## src/spc_regs.vh

```
`ifndef SPC_REGS_VH
`define SPC_REGS_VH

// ----------------------------------------------------------------------
// register indices (byte address is four times the index)
// ----------------------------------------------------------------------
`define SPC_IDX_BAUD_HI    4'h2
`define SPC_IDX_FRAME      4'h3
`define SPC_IDX_BAUD_LO    4'h9
`define SPC_IDX_CTRL       4'hA
`define SPC_IDX_STAT       4'hB
`define SPC_IDX_DATA       4'hC

// ----------------------------------------------------------------------
// reset values
// ----------------------------------------------------------------------
`define SPC_FRAME_RST      8'h06
`define SPC_CTRL_RST       8'h00
`define SPC_BAUD_RST       12'h000

// ----------------------------------------------------------------------
// enable_and_irq_control fields
// ----------------------------------------------------------------------
`define SPC_CTRL_RXC_IE    7
`define SPC_CTRL_TXC_IE    6
`define SPC_CTRL_BUF_IE    5
`define SPC_CTRL_RX_EN     4
`define SPC_CTRL_TX_EN     3
`define SPC_CTRL_CSZ_HI    2
`define SPC_CTRL_RX_BIT8   1
`define SPC_CTRL_TX_BIT8   0

// ----------------------------------------------------------------------
// frame_format_control fields
// ----------------------------------------------------------------------
`define SPC_FRM_MODE_HI    7
`define SPC_FRM_MODE_LO    6
`define SPC_FRM_PAR_HI     5
`define SPC_FRM_PAR_LO     4
`define SPC_FRM_STOP       3
`define SPC_FRM_CSZ_HI     2
`define SPC_FRM_CSZ_LO     1
`define SPC_FRM_POL        0

// ----------------------------------------------------------------------
// status_register_a fields
// ----------------------------------------------------------------------
`define SPC_STAT_RXC       7
`define SPC_STAT_TXDONE    6
`define SPC_STAT_BUFEMPTY  5
`define SPC_STAT_FE        4
`define SPC_STAT_DOR       3
`define SPC_STAT_UPE       2
`define SPC_STAT_DSPEED    1

// ----------------------------------------------------------------------
// modes and timing
// ----------------------------------------------------------------------
`define SPC_MODE_ASYNC     2'h0
`define SPC_MODE_SYNC      2'h1
`define SPC_MODE_SPI       2'h3
`define SPC_PAR_OFF        2'h0
`define SPC_PAR_EVEN       2'h2
`define SPC_PAR_ODD        2'h3
`define SPC_OS_NORMAL      5'h10
`define SPC_OS_DOUBLE      5'h08

`endif

```

## src/spc_serial_port.v

```verilog
`timescale 1ns/1ps
`default_nettype none
`include "spc_regs.vh"

module spc_serial_port #(
  parameter DIV_W = 12
) (
  // clock and reset
  input  wire        ref_clk,
  input  wire        srst,
  // avalon-mm slave
  input  wire [3:0]  avs_address,
  input  wire        avs_read,
  input  wire        avs_write,
  input  wire [3:0]  avs_byteenable,
  input  wire [31:0] avs_writedata,
  output wire        avs_waitrequest,
  output reg  [31:0] avs_readdata,
  // core side
  input  wire        globalIrqEn,
  output wire        txDoneIrq,
  output wire        bufEmptyIrq,
  output wire        rxDoneIrq,
  // line side
  input  wire        rxPin,
  input  wire        xckPin,
  output reg         txPinOut,
  output wire        txPinOe,
  output wire        rxPinClaim
);

  // --------------------------------------------------------------------
  // states
  // --------------------------------------------------------------------
  localparam [2:0] T_IDLE  = 3'h0;
  localparam [2:0] T_START = 3'h1;
  localparam [2:0] T_DATA  = 3'h2;
  localparam [2:0] T_PAR   = 3'h3;
  localparam [2:0] T_STOP1 = 3'h4;
  localparam [2:0] T_STOP2 = 3'h5;
  localparam [2:0] R_IDLE  = 3'h0;
  localparam [2:0] R_START = 3'h1;
  localparam [2:0] R_DATA  = 3'h2;
  localparam [2:0] R_PAR   = 3'h3;
  localparam [2:0] R_STOP  = 3'h4;

  // --------------------------------------------------------------------
  // helpers
  // --------------------------------------------------------------------
  function [3:0] charBits;
    input [2:0] csz;
    begin
      case (csz)
        3'h0: charBits = 4'h5;
        3'h1: charBits = 4'h6;
        3'h2: charBits = 4'h7;
        3'h7: charBits = 4'h9;
        // reserved codes behave as eight bits
        default: charBits = 4'h8;
      endcase
    end
  endfunction

  function parityOf;
    input [8:0] data;
    input [3:0] nBits;
    input       odd;
    integer     i;
    reg         acc;
    begin
      acc = odd;
      for (i = 0; i < 9; i = i + 1) begin
        if (i < nBits) begin
          acc = acc ^ data[i];
        end
      end
      parityOf = acc;
    end
  endfunction

  // --------------------------------------------------------------------
  // bus slave: one wait cycle for every access
  // --------------------------------------------------------------------
  reg              ack_r;
  reg  [7:0]       rdMux;
  wire             busReq = avs_read | avs_write;
  wire             wrEn   = avs_write & ack_r & avs_byteenable[0];
  wire             rdEn   = avs_read & ack_r;
  wire [7:0]       wData  = avs_writedata[7:0];

  assign avs_waitrequest = busReq & ~ack_r;

  always @(posedge ref_clk) begin
    if (srst) begin
      ack_r <= 1'b0;
    end else begin
      ack_r <= busReq & ~ack_r;
    end
  end

  // --------------------------------------------------------------------
  // control registers
  // --------------------------------------------------------------------
  reg  [7:0]       ctrl_r;
  reg  [7:0]       frame_r;
  reg  [DIV_W-1:0] divisor_r;
  reg              dSpeed_r;
  wire             wrCtrl  = wrEn & (avs_address == `SPC_IDX_CTRL);
  wire             wrFrame = wrEn & (avs_address == `SPC_IDX_FRAME);
  wire             wrHi    = wrEn & (avs_address == `SPC_IDX_BAUD_HI);
  wire             wrLo    = wrEn & (avs_address == `SPC_IDX_BAUD_LO);
  wire             wrStat  = wrEn & (avs_address == `SPC_IDX_STAT);
  wire             wrData  = wrEn & (avs_address == `SPC_IDX_DATA);
  wire             popData = rdEn & (avs_address == `SPC_IDX_DATA);
  // between reloads the prescaler must not follow whatever is on the bus
  wire [DIV_W-1:0] divNew  = wrLo ? {divisor_r[DIV_W-1:8], wData}
                                  : divisor_r;

  always @(posedge ref_clk) begin
    if (srst) begin
      ctrl_r    <= `SPC_CTRL_RST;
      frame_r   <= `SPC_FRAME_RST;
      divisor_r <= `SPC_BAUD_RST;
      dSpeed_r  <= 1'b0;
    end else begin
      if (wrCtrl) begin
        ctrl_r <= wData;
      end
      if (wrFrame) begin
        // upper mode bit stays zero: master spi is not reachable here
        frame_r <= {1'b0, wData[6:0]};
      end
      if (wrHi) begin
        divisor_r[DIV_W-1:8] <= wData[DIV_W-9:0];
      end
      if (wrLo) begin
        divisor_r[7:0] <= wData;
      end
      if (wrStat) begin
        dSpeed_r <= wData[`SPC_STAT_DSPEED];
      end
    end
  end

  wire       receiver_enable     = ctrl_r[`SPC_CTRL_RX_EN];
  wire       txEnReq  = ctrl_r[`SPC_CTRL_TX_EN];
  wire [1:0] opMode   = frame_r[7:6];
  wire [1:0] parMode  = frame_r[5:4];
  wire       syncMode = (opMode == `SPC_MODE_SYNC);
  wire       parOn    = parMode[1];
  wire [3:0] nBits    = charBits({ctrl_r[`SPC_CTRL_CSZ_HI],
                                  frame_r[2:1]});
  // double speed only matters for async timing
  wire [4:0] osLen    = dSpeed_r ? `SPC_OS_DOUBLE : `SPC_OS_NORMAL;
  wire [4:0] osLast   = osLen - 5'h01;
  wire [4:0] osHalf   = {1'b0, osLen[4:1]} - 5'h01;

  // --------------------------------------------------------------------
  // prescaler
  // --------------------------------------------------------------------
  wire osTick;

  spc_baud_gen #(
    .DIV_W   (DIV_W)
  ) u_baud (
    .ref_clk (ref_clk),
    .srst    (srst),
    .divisor (divNew),
    .reload  (wrLo),
    .osTick  (osTick)
  );

  // --------------------------------------------------------------------
  // pin synchronisers: a change counts once stages two and three agree
  // --------------------------------------------------------------------
  reg [2:0] rxS_r;
  reg [2:0] xckS_r;
  reg       rxLvl_r;
  reg       xckLvl_r;
  reg       xckPrev_r;

  always @(posedge ref_clk) begin
    if (srst) begin
      rxS_r     <= 3'h7;
      xckS_r    <= 3'h0;
      rxLvl_r   <= 1'b1;
      xckLvl_r  <= 1'b0;
      xckPrev_r <= 1'b0;
    end else begin
      rxS_r  <= {rxS_r[1:0], rxPin};
      xckS_r <= {xckS_r[1:0], xckPin};
      if (rxS_r[1] == rxS_r[2]) begin
        rxLvl_r <= rxS_r[2];
      end
      if (xckS_r[1] == xckS_r[2]) begin
        xckLvl_r <= xckS_r[2];
      end
      xckPrev_r <= xckLvl_r;
    end
  end

  wire xckRise    = xckLvl_r & ~xckPrev_r;
  wire xckFall    = ~xckLvl_r & xckPrev_r;
  wire pol        = frame_r[`SPC_FRM_POL];
  wire changeEdge = pol ? xckFall : xckRise;
  wire sampleEdge = pol ? xckRise : xckFall;

  // --------------------------------------------------------------------
  // transmitter
  // --------------------------------------------------------------------
  reg  [2:0] txState_r;
  reg  [8:0] txBuf_r;
  reg        bufFull_r;
  reg  [8:0] txShift_r;
  reg  [3:0] txIdx_r;
  reg  [4:0] txOs_r;
  reg        txPar_r;
  reg        transmitter_enable_r;
  reg        txDone_r;
  reg        txFinish;
  wire       txStep = syncMode ? changeEdge
                               : (osTick & (txOs_r == osLast));

  always @(posedge ref_clk) begin
    if (srst) begin
      txState_r <= T_IDLE;
      txBuf_r   <= 9'h000;
      bufFull_r <= 1'b0;
      txShift_r <= 9'h000;
      txIdx_r   <= 4'h0;
      txOs_r    <= 5'h00;
      txPar_r   <= 1'b0;
      txFinish  <= 1'b0;
    end else begin
      txFinish <= 1'b0;
      // writes while the buffer is occupied are dropped
      if (wrData & ~bufFull_r) begin
        txBuf_r   <= {ctrl_r[`SPC_CTRL_TX_BIT8], wData};
        bufFull_r <= 1'b1;
      end
      if (txState_r != T_IDLE) begin
        if (txStep) begin
          txOs_r <= 5'h00;
        end else if (osTick) begin
          txOs_r <= txOs_r + 5'h01;
        end
      end
      case (txState_r)
        T_IDLE: begin
          if (transmitter_enable_r & bufFull_r) begin
            txShift_r <= txBuf_r;
            txPar_r   <= parityOf(txBuf_r, nBits, parMode[0]);
            bufFull_r <= 1'b0;
            txOs_r    <= 5'h00;
            txState_r <= T_START;
          end
        end
        T_START: begin
          if (txStep) begin
            txIdx_r   <= 4'h0;
            txState_r <= T_DATA;
          end
        end
        T_DATA: begin
          if (txStep) begin
            txShift_r <= {1'b0, txShift_r[8:1]};
            txIdx_r   <= txIdx_r + 4'h1;
            if (txIdx_r == nBits - 4'h1) begin
              txState_r <= parOn ? T_PAR : T_STOP1;
            end
          end
        end
        T_PAR: begin
          if (txStep) begin
            txState_r <= T_STOP1;
          end
        end
        T_STOP1: begin
          if (txStep) begin
            if (frame_r[`SPC_FRM_STOP]) begin
              txState_r <= T_STOP2;
            end else begin
              txState_r <= T_IDLE;
              txFinish  <= 1'b1;
            end
          end
        end
        T_STOP2: begin
          if (txStep) begin
            txState_r <= T_IDLE;
            txFinish  <= 1'b1;
          end
        end
        default: begin
          txState_r <= T_IDLE;
        end
      endcase
    end
  end

  // line level, one cycle behind the state
  always @(posedge ref_clk) begin
    if (srst) begin
      txPinOut <= 1'b1;
    end else begin
      case (txState_r)
        T_START: txPinOut <= 1'b0;
        T_DATA:  txPinOut <= txShift_r[0];
        T_PAR:   txPinOut <= txPar_r;
        default: txPinOut <= 1'b1;
      endcase
    end
  end

  wire txIdle   = (txState_r == T_IDLE) & ~bufFull_r;
  wire txDoneSet = txFinish & ~bufFull_r;
  wire txDoneClr = wrStat & wData[`SPC_STAT_TXDONE];

  always @(posedge ref_clk) begin
    if (srst) begin
      transmitter_enable_r   <= 1'b0;
      txDone_r <= 1'b0;
    end else begin
      if (txEnReq) begin
        transmitter_enable_r <= 1'b1;
      end else if (txIdle) begin
        // disable only bites once nothing is left to send
        transmitter_enable_r <= 1'b0;
      end
      // a frame ending with the buffer empty in the clearing cycle still leaves the flag set
      txDone_r <= txDoneSet | (txDone_r & ~txDoneClr);
    end
  end

  assign txPinOe = transmitter_enable_r;

  // --------------------------------------------------------------------
  // receiver
  // --------------------------------------------------------------------
  reg  [2:0] rxState_r;
  reg  [8:0] rxShift_r;
  reg  [3:0] rxIdx_r;
  reg  [4:0] rxOs_r;
  reg        rxPar_r;
  reg        rxPErr_r;
  reg        rxDone;
  reg        rxFErr;
  reg  [8:0] rxData_r;
  reg        rxFull_r;
  reg        fe_r;
  reg        dor_r;
  reg        upe_r;
  wire       rxSample = syncMode ? sampleEdge
                                 : (osTick & (rxOs_r == osLast));

  always @(posedge ref_clk) begin
    if (srst) begin
      rxState_r <= R_IDLE;
      rxShift_r <= 9'h000;
      rxIdx_r   <= 4'h0;
      rxOs_r    <= 5'h00;
      rxPar_r   <= 1'b0;
      rxPErr_r  <= 1'b0;
      rxDone    <= 1'b0;
      rxFErr    <= 1'b0;
    end else begin
      rxDone <= 1'b0;
      if (osTick) begin
        rxOs_r <= rxOs_r + 5'h01;
      end
      if (rxSample) begin
        rxOs_r <= 5'h00;
      end
      case (rxState_r)
        R_IDLE: begin
          rxOs_r <= 5'h00;
          rxIdx_r <= 4'h0;
          rxPar_r <= 1'b0;
          if (receiver_enable & ~rxLvl_r) begin
            if (~syncMode) begin
              rxState_r <= R_START;
            end else if (sampleEdge) begin
              rxShift_r <= 9'h000;
              rxState_r <= R_DATA;
            end
          end
        end
        R_START: begin
          if (osTick & (rxOs_r == osHalf)) begin
            rxOs_r    <= 5'h00;
            rxShift_r <= 9'h000;
            // a glitch shorter than half a bit is no start
            rxState_r <= rxLvl_r ? R_IDLE : R_DATA;
          end
        end
        R_DATA: begin
          if (rxSample) begin
            rxShift_r[rxIdx_r] <= rxLvl_r;
            rxPar_r <= rxPar_r ^ rxLvl_r;
            rxIdx_r <= rxIdx_r + 4'h1;
            rxPErr_r <= 1'b0;
            if (rxIdx_r == nBits - 4'h1) begin
              rxState_r <= parOn ? R_PAR : R_STOP;
            end
          end
        end
        R_PAR: begin
          if (rxSample) begin
            rxPErr_r  <= (rxPar_r ^ rxLvl_r) != parMode[0];
            rxState_r <= R_STOP;
          end
        end
        R_STOP: begin
          // only the first stop bit is checked
          if (rxSample) begin
            rxFErr    <= ~rxLvl_r;
            rxDone    <= 1'b1;
            rxState_r <= R_IDLE;
          end
        end
        default: begin
          rxState_r <= R_IDLE;
        end
      endcase
      if (~receiver_enable) begin
        rxState_r <= R_IDLE;
      end
    end
  end

  // one-deep buffer; a new frame wins over a read in the same cycle
  always @(posedge ref_clk) begin
    if (srst) begin
      rxData_r <= 9'h000;
      rxFull_r <= 1'b0;
      fe_r     <= 1'b0;
      dor_r    <= 1'b0;
      upe_r    <= 1'b0;
    end else if (~receiver_enable) begin
      rxFull_r <= 1'b0;
      fe_r     <= 1'b0;
      dor_r    <= 1'b0;
      upe_r    <= 1'b0;
    end else if (rxDone) begin
      if (rxFull_r & ~popData) begin
        dor_r <= 1'b1;
      end else begin
        rxData_r <= rxShift_r;
        rxFull_r <= 1'b1;
        fe_r     <= rxFErr;
        dor_r    <= 1'b0;
        upe_r    <= rxPErr_r & parOn;
      end
    end else if (popData) begin
      rxFull_r <= 1'b0;
      fe_r     <= 1'b0;
      dor_r    <= 1'b0;
      upe_r    <= 1'b0;
    end
  end

  assign rxPinClaim = receiver_enable;

  // --------------------------------------------------------------------
  // interrupt requests and read-back
  // --------------------------------------------------------------------
  assign txDoneIrq   = ctrl_r[`SPC_CTRL_TXC_IE] & globalIrqEn
                     & txDone_r;
  assign bufEmptyIrq = ctrl_r[`SPC_CTRL_BUF_IE] & globalIrqEn
                     & ~bufFull_r;
  assign rxDoneIrq   = ctrl_r[`SPC_CTRL_RXC_IE] & globalIrqEn & rxFull_r;

  always @* begin
    rdMux = 8'h00;
    if (avs_address == `SPC_IDX_BAUD_HI) begin
      rdMux = {4'h0, divisor_r[DIV_W-1:8]};
    end else if (avs_address == `SPC_IDX_BAUD_LO) begin
      rdMux = divisor_r[7:0];
    end else if (avs_address == `SPC_IDX_FRAME) begin
      rdMux = frame_r;
    end else if (avs_address == `SPC_IDX_CTRL) begin
      rdMux = {ctrl_r[7:2], rxData_r[8], ctrl_r[0]};
    end else if (avs_address == `SPC_IDX_STAT) begin
      rdMux = {rxFull_r, txDone_r, ~bufFull_r, fe_r, dor_r, upe_r,
               dSpeed_r, 1'b0};
    end else if (avs_address == `SPC_IDX_DATA) begin
      rdMux = rxData_r[7:0];
    end
  end

  always @(posedge ref_clk) begin
    if (srst) begin
      avs_readdata <= 32'h00000000;
    end else if (busReq & ~ack_r) begin
      avs_readdata <= {24'h000000, rdMux};
    end
  end

endmodule

`default_nettype wire

```

## src/spc_baud_gen.v

```verilog
`timescale 1ns/1ps
`default_nettype none

// ----------------------------------------------------------------------
// prescaler: one tick every divisor+1 clocks
// ----------------------------------------------------------------------
module spc_baud_gen #(
  parameter DIV_W = 12
) (
  // clock and reset
  input  wire             ref_clk,
  input  wire             srst,
  // control
  input  wire [DIV_W-1:0] divisor,
  input  wire             reload,
  // tick out
  output reg              osTick
);

  reg [DIV_W-1:0] count_r;

  always @(posedge ref_clk) begin
    if (srst) begin
      count_r <= {DIV_W{1'b0}};
      osTick  <= 1'b0;
    end else if (reload) begin
      // new divisor takes over at once, no wait for the old period
      count_r <= divisor;
      osTick  <= 1'b0;
    end else if (count_r == {DIV_W{1'b0}}) begin
      count_r <= divisor;
      osTick  <= 1'b1;
    end else begin
      count_r <= count_r - {{(DIV_W-1){1'b0}}, 1'b1};
      osTick  <= 1'b0;
    end
  end

endmodule

`default_nettype wire

```

## config.mk

```make
export PLATFORM = sky130hd
export DESIGN_NAME = spc_serial_port
export DESIGN_NICKNAME = d
export VERILOG_FILES = /design/src/spc_serial_port.v /design/src/spc_baud_gen.v
export VERILOG_INCLUDE_DIRS = /design/src
export SDC_FILE = /design/constraint.sdc
export NUM_CORES = 1
export LEC_CHECK = 0
export ABC_AREA = 1
export BUFFER_PORTS_ARGS = -buffer_cell sky130_fd_sc_hd__buf_2
export CORE_MARGIN = 2
export CORE_UTILIZATION = 37
export DETAILED_ROUTE_END_ITERATION = 16
export GPL_TIMING_DRIVEN = 0
export PLACE_DENSITY = 0.59
export SLEW_MARGIN = 5
export SYNTH_ARGS = -nofsm -noshare
export SYNTH_HDL_FRONTEND = slang
export SYNTH_SLANG_ARGS = --single-unit
```

## constraint.sdc

```tcl
create_clock -name ref_clk -period 2.7 [get_ports ref_clk]
set_clock_uncertainty 0.15 [all_clocks]
set_input_delay 0.27 -clock ref_clk [delete_from_list [all_inputs] [get_ports ref_clk]]
set_output_delay 0.27 -clock ref_clk [all_outputs]
set_load 0.01 [all_outputs]
```

# Yosys cells after proc, flatten, opt, wreduce, memory -nomap -nowiden
# Index checks and enable logic that the tools add are counted.
# totals
register_bits	133
in_bits	47
out_inout_bits	39
elab_cells	300
# classes
add_sub_neg	8
n_lt_le_gt_ge	11
eq_ne	43
mux	120
bitwise	53
n_reduce_logical	27
# op_table
op	count
$mux W9	7
$mux W1	60
$mux W8	7
$mux W3	17
$mux W5	9
$ne A2 B2 Y1 const B	16
$and A1 B1 Y1	31
$pmux W9 S3	1
$mux W12	2
$pmux W3 S6	1
$pmux W9 S2	1
$eq A4 B4 Y1 const B	4
$lt A3 B4 Y1 const A	4
$pmux W4 S2	2
$pmux W4 S4	1
$eq A3 B2 Y1 const B	5
$eq A5 B5 Y1	3
$pmux W3 S5	1
$reduce_and A7 Y1	2
$eq A3 B3 Y1 const B	4
$logic_not A12 Y1	1
$mux W4	3
$reduce_and A3 Y1	4
$reduce_bool A2 Y1	6
other kinds (32)	70

# Depth between registers and ports, before layout
# depth
ltp_word	44
depth_mapped	16
mapped_depth_nobuf	16

# Hierarchy
# From an unflattened synthesis, not the netlist that was laid out.
# hier_totals
hier_cells	1033
hier_area_um2	6947.9
# modules_own_cells
mod	instances	cells_per_inst	area_per_inst_um2	seq_area_each_um2
spc_serial_port	1	897	6098.3	2382.3
spc_baud_gen	1	136	849.6	260.2

# Worst setup path after synthesis
# No wires, ideal clock.
# synth_path
path_kind	register to register
start	register frame_r[2]
end	register txState_r[0]
setup_time_ps	116
arrival_time_ps	1804
required_time_ps	2434
slack_ps	630
path_stages_with_launch	16
n_path_buf	0
period_less_slack_ps	2070
cell_sequence	dfxtp_1 -> nand2_1 -> nand2_1 -> a21oi_1 -> inv_1 -> ha_1 -> nand2_1 -> inv_1 -> nor2_1 -> nand3_1 -> nor2_1 -> nand2_1 -> nand2_1 -> nand2_1 -> o21ai_0 -> nor2_1
# synth_via
elab_chain_len	6
elab_cells_between_ends	9
classes_between	add/sub (1); eq/ne (5); mux (1); reduce/logical (2)
# synth_lines
item	line	text
start, declared	spc_serial_port.v:105	reg [7:0] frame_r;
start signal, assigned	spc_serial_port.v:122	frame_r <= `SPC_FRAME_RST;
start signal, assigned	spc_serial_port.v:131	frame_r <= {1'b0, wData[6:0]};
$eq A3 B3 Y1 (tied with other cells)	spc_serial_port.v:53	case (csz)
$pmux W4 S4 *	spc_serial_port.v:53	
$sub A4 B1 Y4 *	spc_serial_port.v:268	if (txIdx_r == nBits - 4'h1) begin
$eq A4 B4 Y1 *	spc_serial_port.v:268	
$ne A2 B2 Y1 (no line) *	-	
$reduce_and A7 Y1 (no line) *	-	
end signal, assigned	spc_serial_port.v:269	txState_r <= parOn ? T_PAR : T_STOP1;
end, declared	spc_serial_port.v:211	reg [2:0] txState_r;
# Every way passes the cells marked *; elsewhere a longest branch is shown, timed or not.
# A chain may end at the register's enable or synchronous reset.

# Worst setup path in the final report
# layout_path
start	register frame_r[1]
end	register txState_r[0]
# The elaborated chain is that of the path after synthesis.

==> flow_summary.yaml <==
run_status:
  outcome: "complete, no violations"
placed_design:
  place.detailed.hpwl_um: 14200
  gp_routability_congestion: 0.880
  pre_cts_setup_slack_ps: 210
  placed_area_mm2: 0.00733
  buffer_ports.inserted: 33
die:
  core_area_mm2: 0.0180
  floorplan.io_pins: 86
  die_span_in_x_um: 139
  floorplan.initialDensity_pct: 37.8
  fp.dieH_um: 139
  fp-row-count: 49
  area_enclosed_by_the_die_boundary_mm2: 0.0194
synth:
  ys.warnings.count: 0
  synth-edff-count: 0
  synth_cell_types: 44
  synthCells: 978
  ys_seq_area_share_pct: 38.9
  postSynthRegisterBits: 132
  ys_dominant_reg_cell: "dfxtp_1"
  post_synth_instance_area_mm2: 0.00679
  synth.avg_cell_area_um2: 6.94
  synthArstFlopShare_pct: 0
routing:
  drt_pass1_iterations: 5
  drt-wirelength-per-cell_um: 14.7
  drt_drc_violations_left: 0
  detail_route.vias_per_cell: 4.98
  detail_route.iter0.violations: 492
  postRouteAntennaNets: 0
  num_vias: 6468
  route.final.wire_length_um: 19100
cts:
  clk_pin_slew_worst_paths_ps: 60
  ctsLongestPathBuffers: 2
  cts.root.buffer_cell: "clkbuf_16"
  cts_post_setup_buffers_inserted: 0
  cts_htree_levels: 4
  cts_inserted_buffers: 17
  clock_latency_ps: 420
  cts_tree: "done"
  cts_num_sinks: 132
hold_path:
  min_from: "avs_writedata[0]"
  min-delay-path-class: "in -> reg"
  hold_depth: 3
  worstHoldEndpoint: "txBuf_r[0]"
timing:
  report.final.slew_viol_count: 0
  max-slew-margin-rel_pct: 51.1
  fin_tns_setup_ps: 0
  final_number_of_hold_violating_endpoints: 0
  maximum_clock_frequency_mhz: 404
  timing.final.ws_setup_ps: 224
  finalSetupViolCount: 0
  transition_time_of_the_tightest_slew_check_pin_ps: 734
  timing.final.crit_share_pct: 91.7
  finalWorstPathRequiredPeriod_ps: 2480
setup_path:
  critical_setup_path_kind: "reg -> reg"
  worst_reg2reg_endpoint: "txState_r[0]"
  critical_path_peak_fanout: 5
  crit_path_start_kind: "flip-flop"
  reg2regPathDepth: 15
  startpoint_of_the_worst_register_to_register_path: "frame_r[1]"
  timing.critical_path.required_ps: 2910
  worst_ep_arrival_time_ps: 2690
  rrSetupSlack_ps: 220
  endpoint_kind: "flip-flop"
pwr:
  internal_power_mw: 4.13
  totalPowerFinal_mw: 5.70
  clkPwrFrac_pct: 46.4
  pwr-share-comb_pct: 16.5
  total_switching_power_mw: 1.57
  power.sequential.fraction_pct: 37.1
  leakage_nw: 3.30
  switching_share_pct: 27.5
  vdd.ir_drop.worst_uv: 460
  cell_area_power_density_mw_per_mm2: 708
cells_and_area:
  most_frequent_cells_in_the_layout: "199 x nand2_1, 132 x dfxtp_1, 108 x inv_1"
  antenna_cells_inserted: 0
  final_common_cell: "nand2_1"
  stdcell_area_mm2: 0.00805
  layout-drive-gt1-share_pct: 13.4
  syn_to_final_growth_pct: 18.6
  fin_nets: 1115
grt:
  global_route.overflow_total: 0
  first_global_vias: 5878
  global_route_wire_length_before_repair_um: 30700
  grt_antenna_before_repair: 0
  track_usage_pct: 19.9
  grt_max_degree: 17
job:
  maxCapViolCount: 0
==> power groups by stage <==
stage | clock network [mW] | registers [mW] | logic [mW]
2_1_floorplan | 0 | 2.14 | 0.720
3_3_place_gp | 0 | 2.15 | 0.928
3_5_place_dp | 0 | 2.15 | 0.924
4_1_cts | 2.68 | 2.11 | 0.937
5_1_grt | 2.76 | 2.13 | 1.06
6_report | 2.65 | 2.11 | 0.938
==> Yosys cell counts, types with 6 or more instances <==
cell        n  area [um2]
inv_1     108         405
o21ai_0    79         395
nand4_1    23         144
nand2_1   200         751
o211ai_1    8        60.1
nor2_2      8        50.1
xnor2_1     8        70.1
buf_4      27         203
a21oi_1    95         475
inv_2       7        26.3
nand2_2     6        37.5
ha_1       11         138
xor2_1     15         131
o21ai_1     7        35.0
nor2_1     94         353
nand3_1    72         360
clkbuf_1   15        56.3
nor3_1     17        85.1
dfxtp_1   132        2640
==> registers in the layout, indices dropped and copies added (netlist names), 4 cells and up <==
| signal | flops |
|---|---|
| avs_readdata | 8 |
| ctrl_r | 7 |
| divisor_r | 12 |
| frame_r | 7 |
| rxData_r | 9 |
| rxIdx_r | 4 |
| rxOs_r | 5 |
| rxShift_r | 9 |
| txBuf_r | 9 |
| txIdx_r | 4 |
| txOs_r | 5 |
| txShift_r | 9 |
| u_baud.count_r | 12 |
==> cells by family (layout without fill, tap and decap cells) <==
kind of cell | after synthesis | in the layout | share of synthesized area (%)
xor+xnor | 23 | 23 | 2.97
simple gates | 440 | 440 | 29.1
flops | 132 | 132 | 38.9
buf+inv | 168 | 237 | 11.1
compound gates | 203 | 203 | 15.9
other cells | 1 | 24 | 0.0552
fa+ha+maj | 11 | 11 | 2.03
==> per-layer routing <==
layer	track usage [%]	wire length (um)
met5	0	0
met4	6.70	354
met3	3.27	1080
met2	31.2	8480
met1	27.7	9170
==> stage by stage <==
stage                     cells  hold slack, ps  utilization, %
after detailed placement   1263             248            40.8
after CTS                  1299            21.4            44.7
after floorplan            1001             224               -
after global routing       1299            20.6            44.8
final                      1299            25.4            44.8
after global placement     1263             247            40.8
==> layout make-up <==
class                   count  area, um2
clock buffers              19        443
well taps                 229        287
fillers                  1860       9910
flip-flops and latches    132       2640
clock inverters            13        229
plain buffers              50        307
repair buffers             37        205
multi-input cells         701       3490
inverters                 118        444
==> worst max path at each step <==
stage | start | to | cells after the start
2_1_floorplan | frame_r[2] | txState_r[0] | 15
3_3_place_gp | frame_r[1] | txState_r[0] | 14
3_5_place_dp | frame_r[1] | txState_r[1] | 15
4_1_cts | frame_r[1] | txState_r[0] | 15
5_1_grt | frame_r[1] | txState_r[0] | 14
6_report | frame_r[1] | txState_r[0] | 15
==> worst max-delay path, cell delays in order, from the launching register on <==
cell and delay, ps:
dfxtp_1 500, nand3_2 190, nand2_1 200, inv_1 90, ha_1 350, nand2_1 80, inv_1 40, nor2_1 80
nand3_1 80, nor2_1 100, nand2_1 80, nand2_1 150, nand3_1 120, nand2_1 80, inv_1 40, nor2_1 80
==> timing repair <==
action / CTS / global route
hold buffers: 4 / 0
setup endpoints to repair: 0 / 2
gates resized for setup: 0 / 3
hold endpoints to repair: 4 / 0
Note: power is estimated with default switching activity, not from simulation.
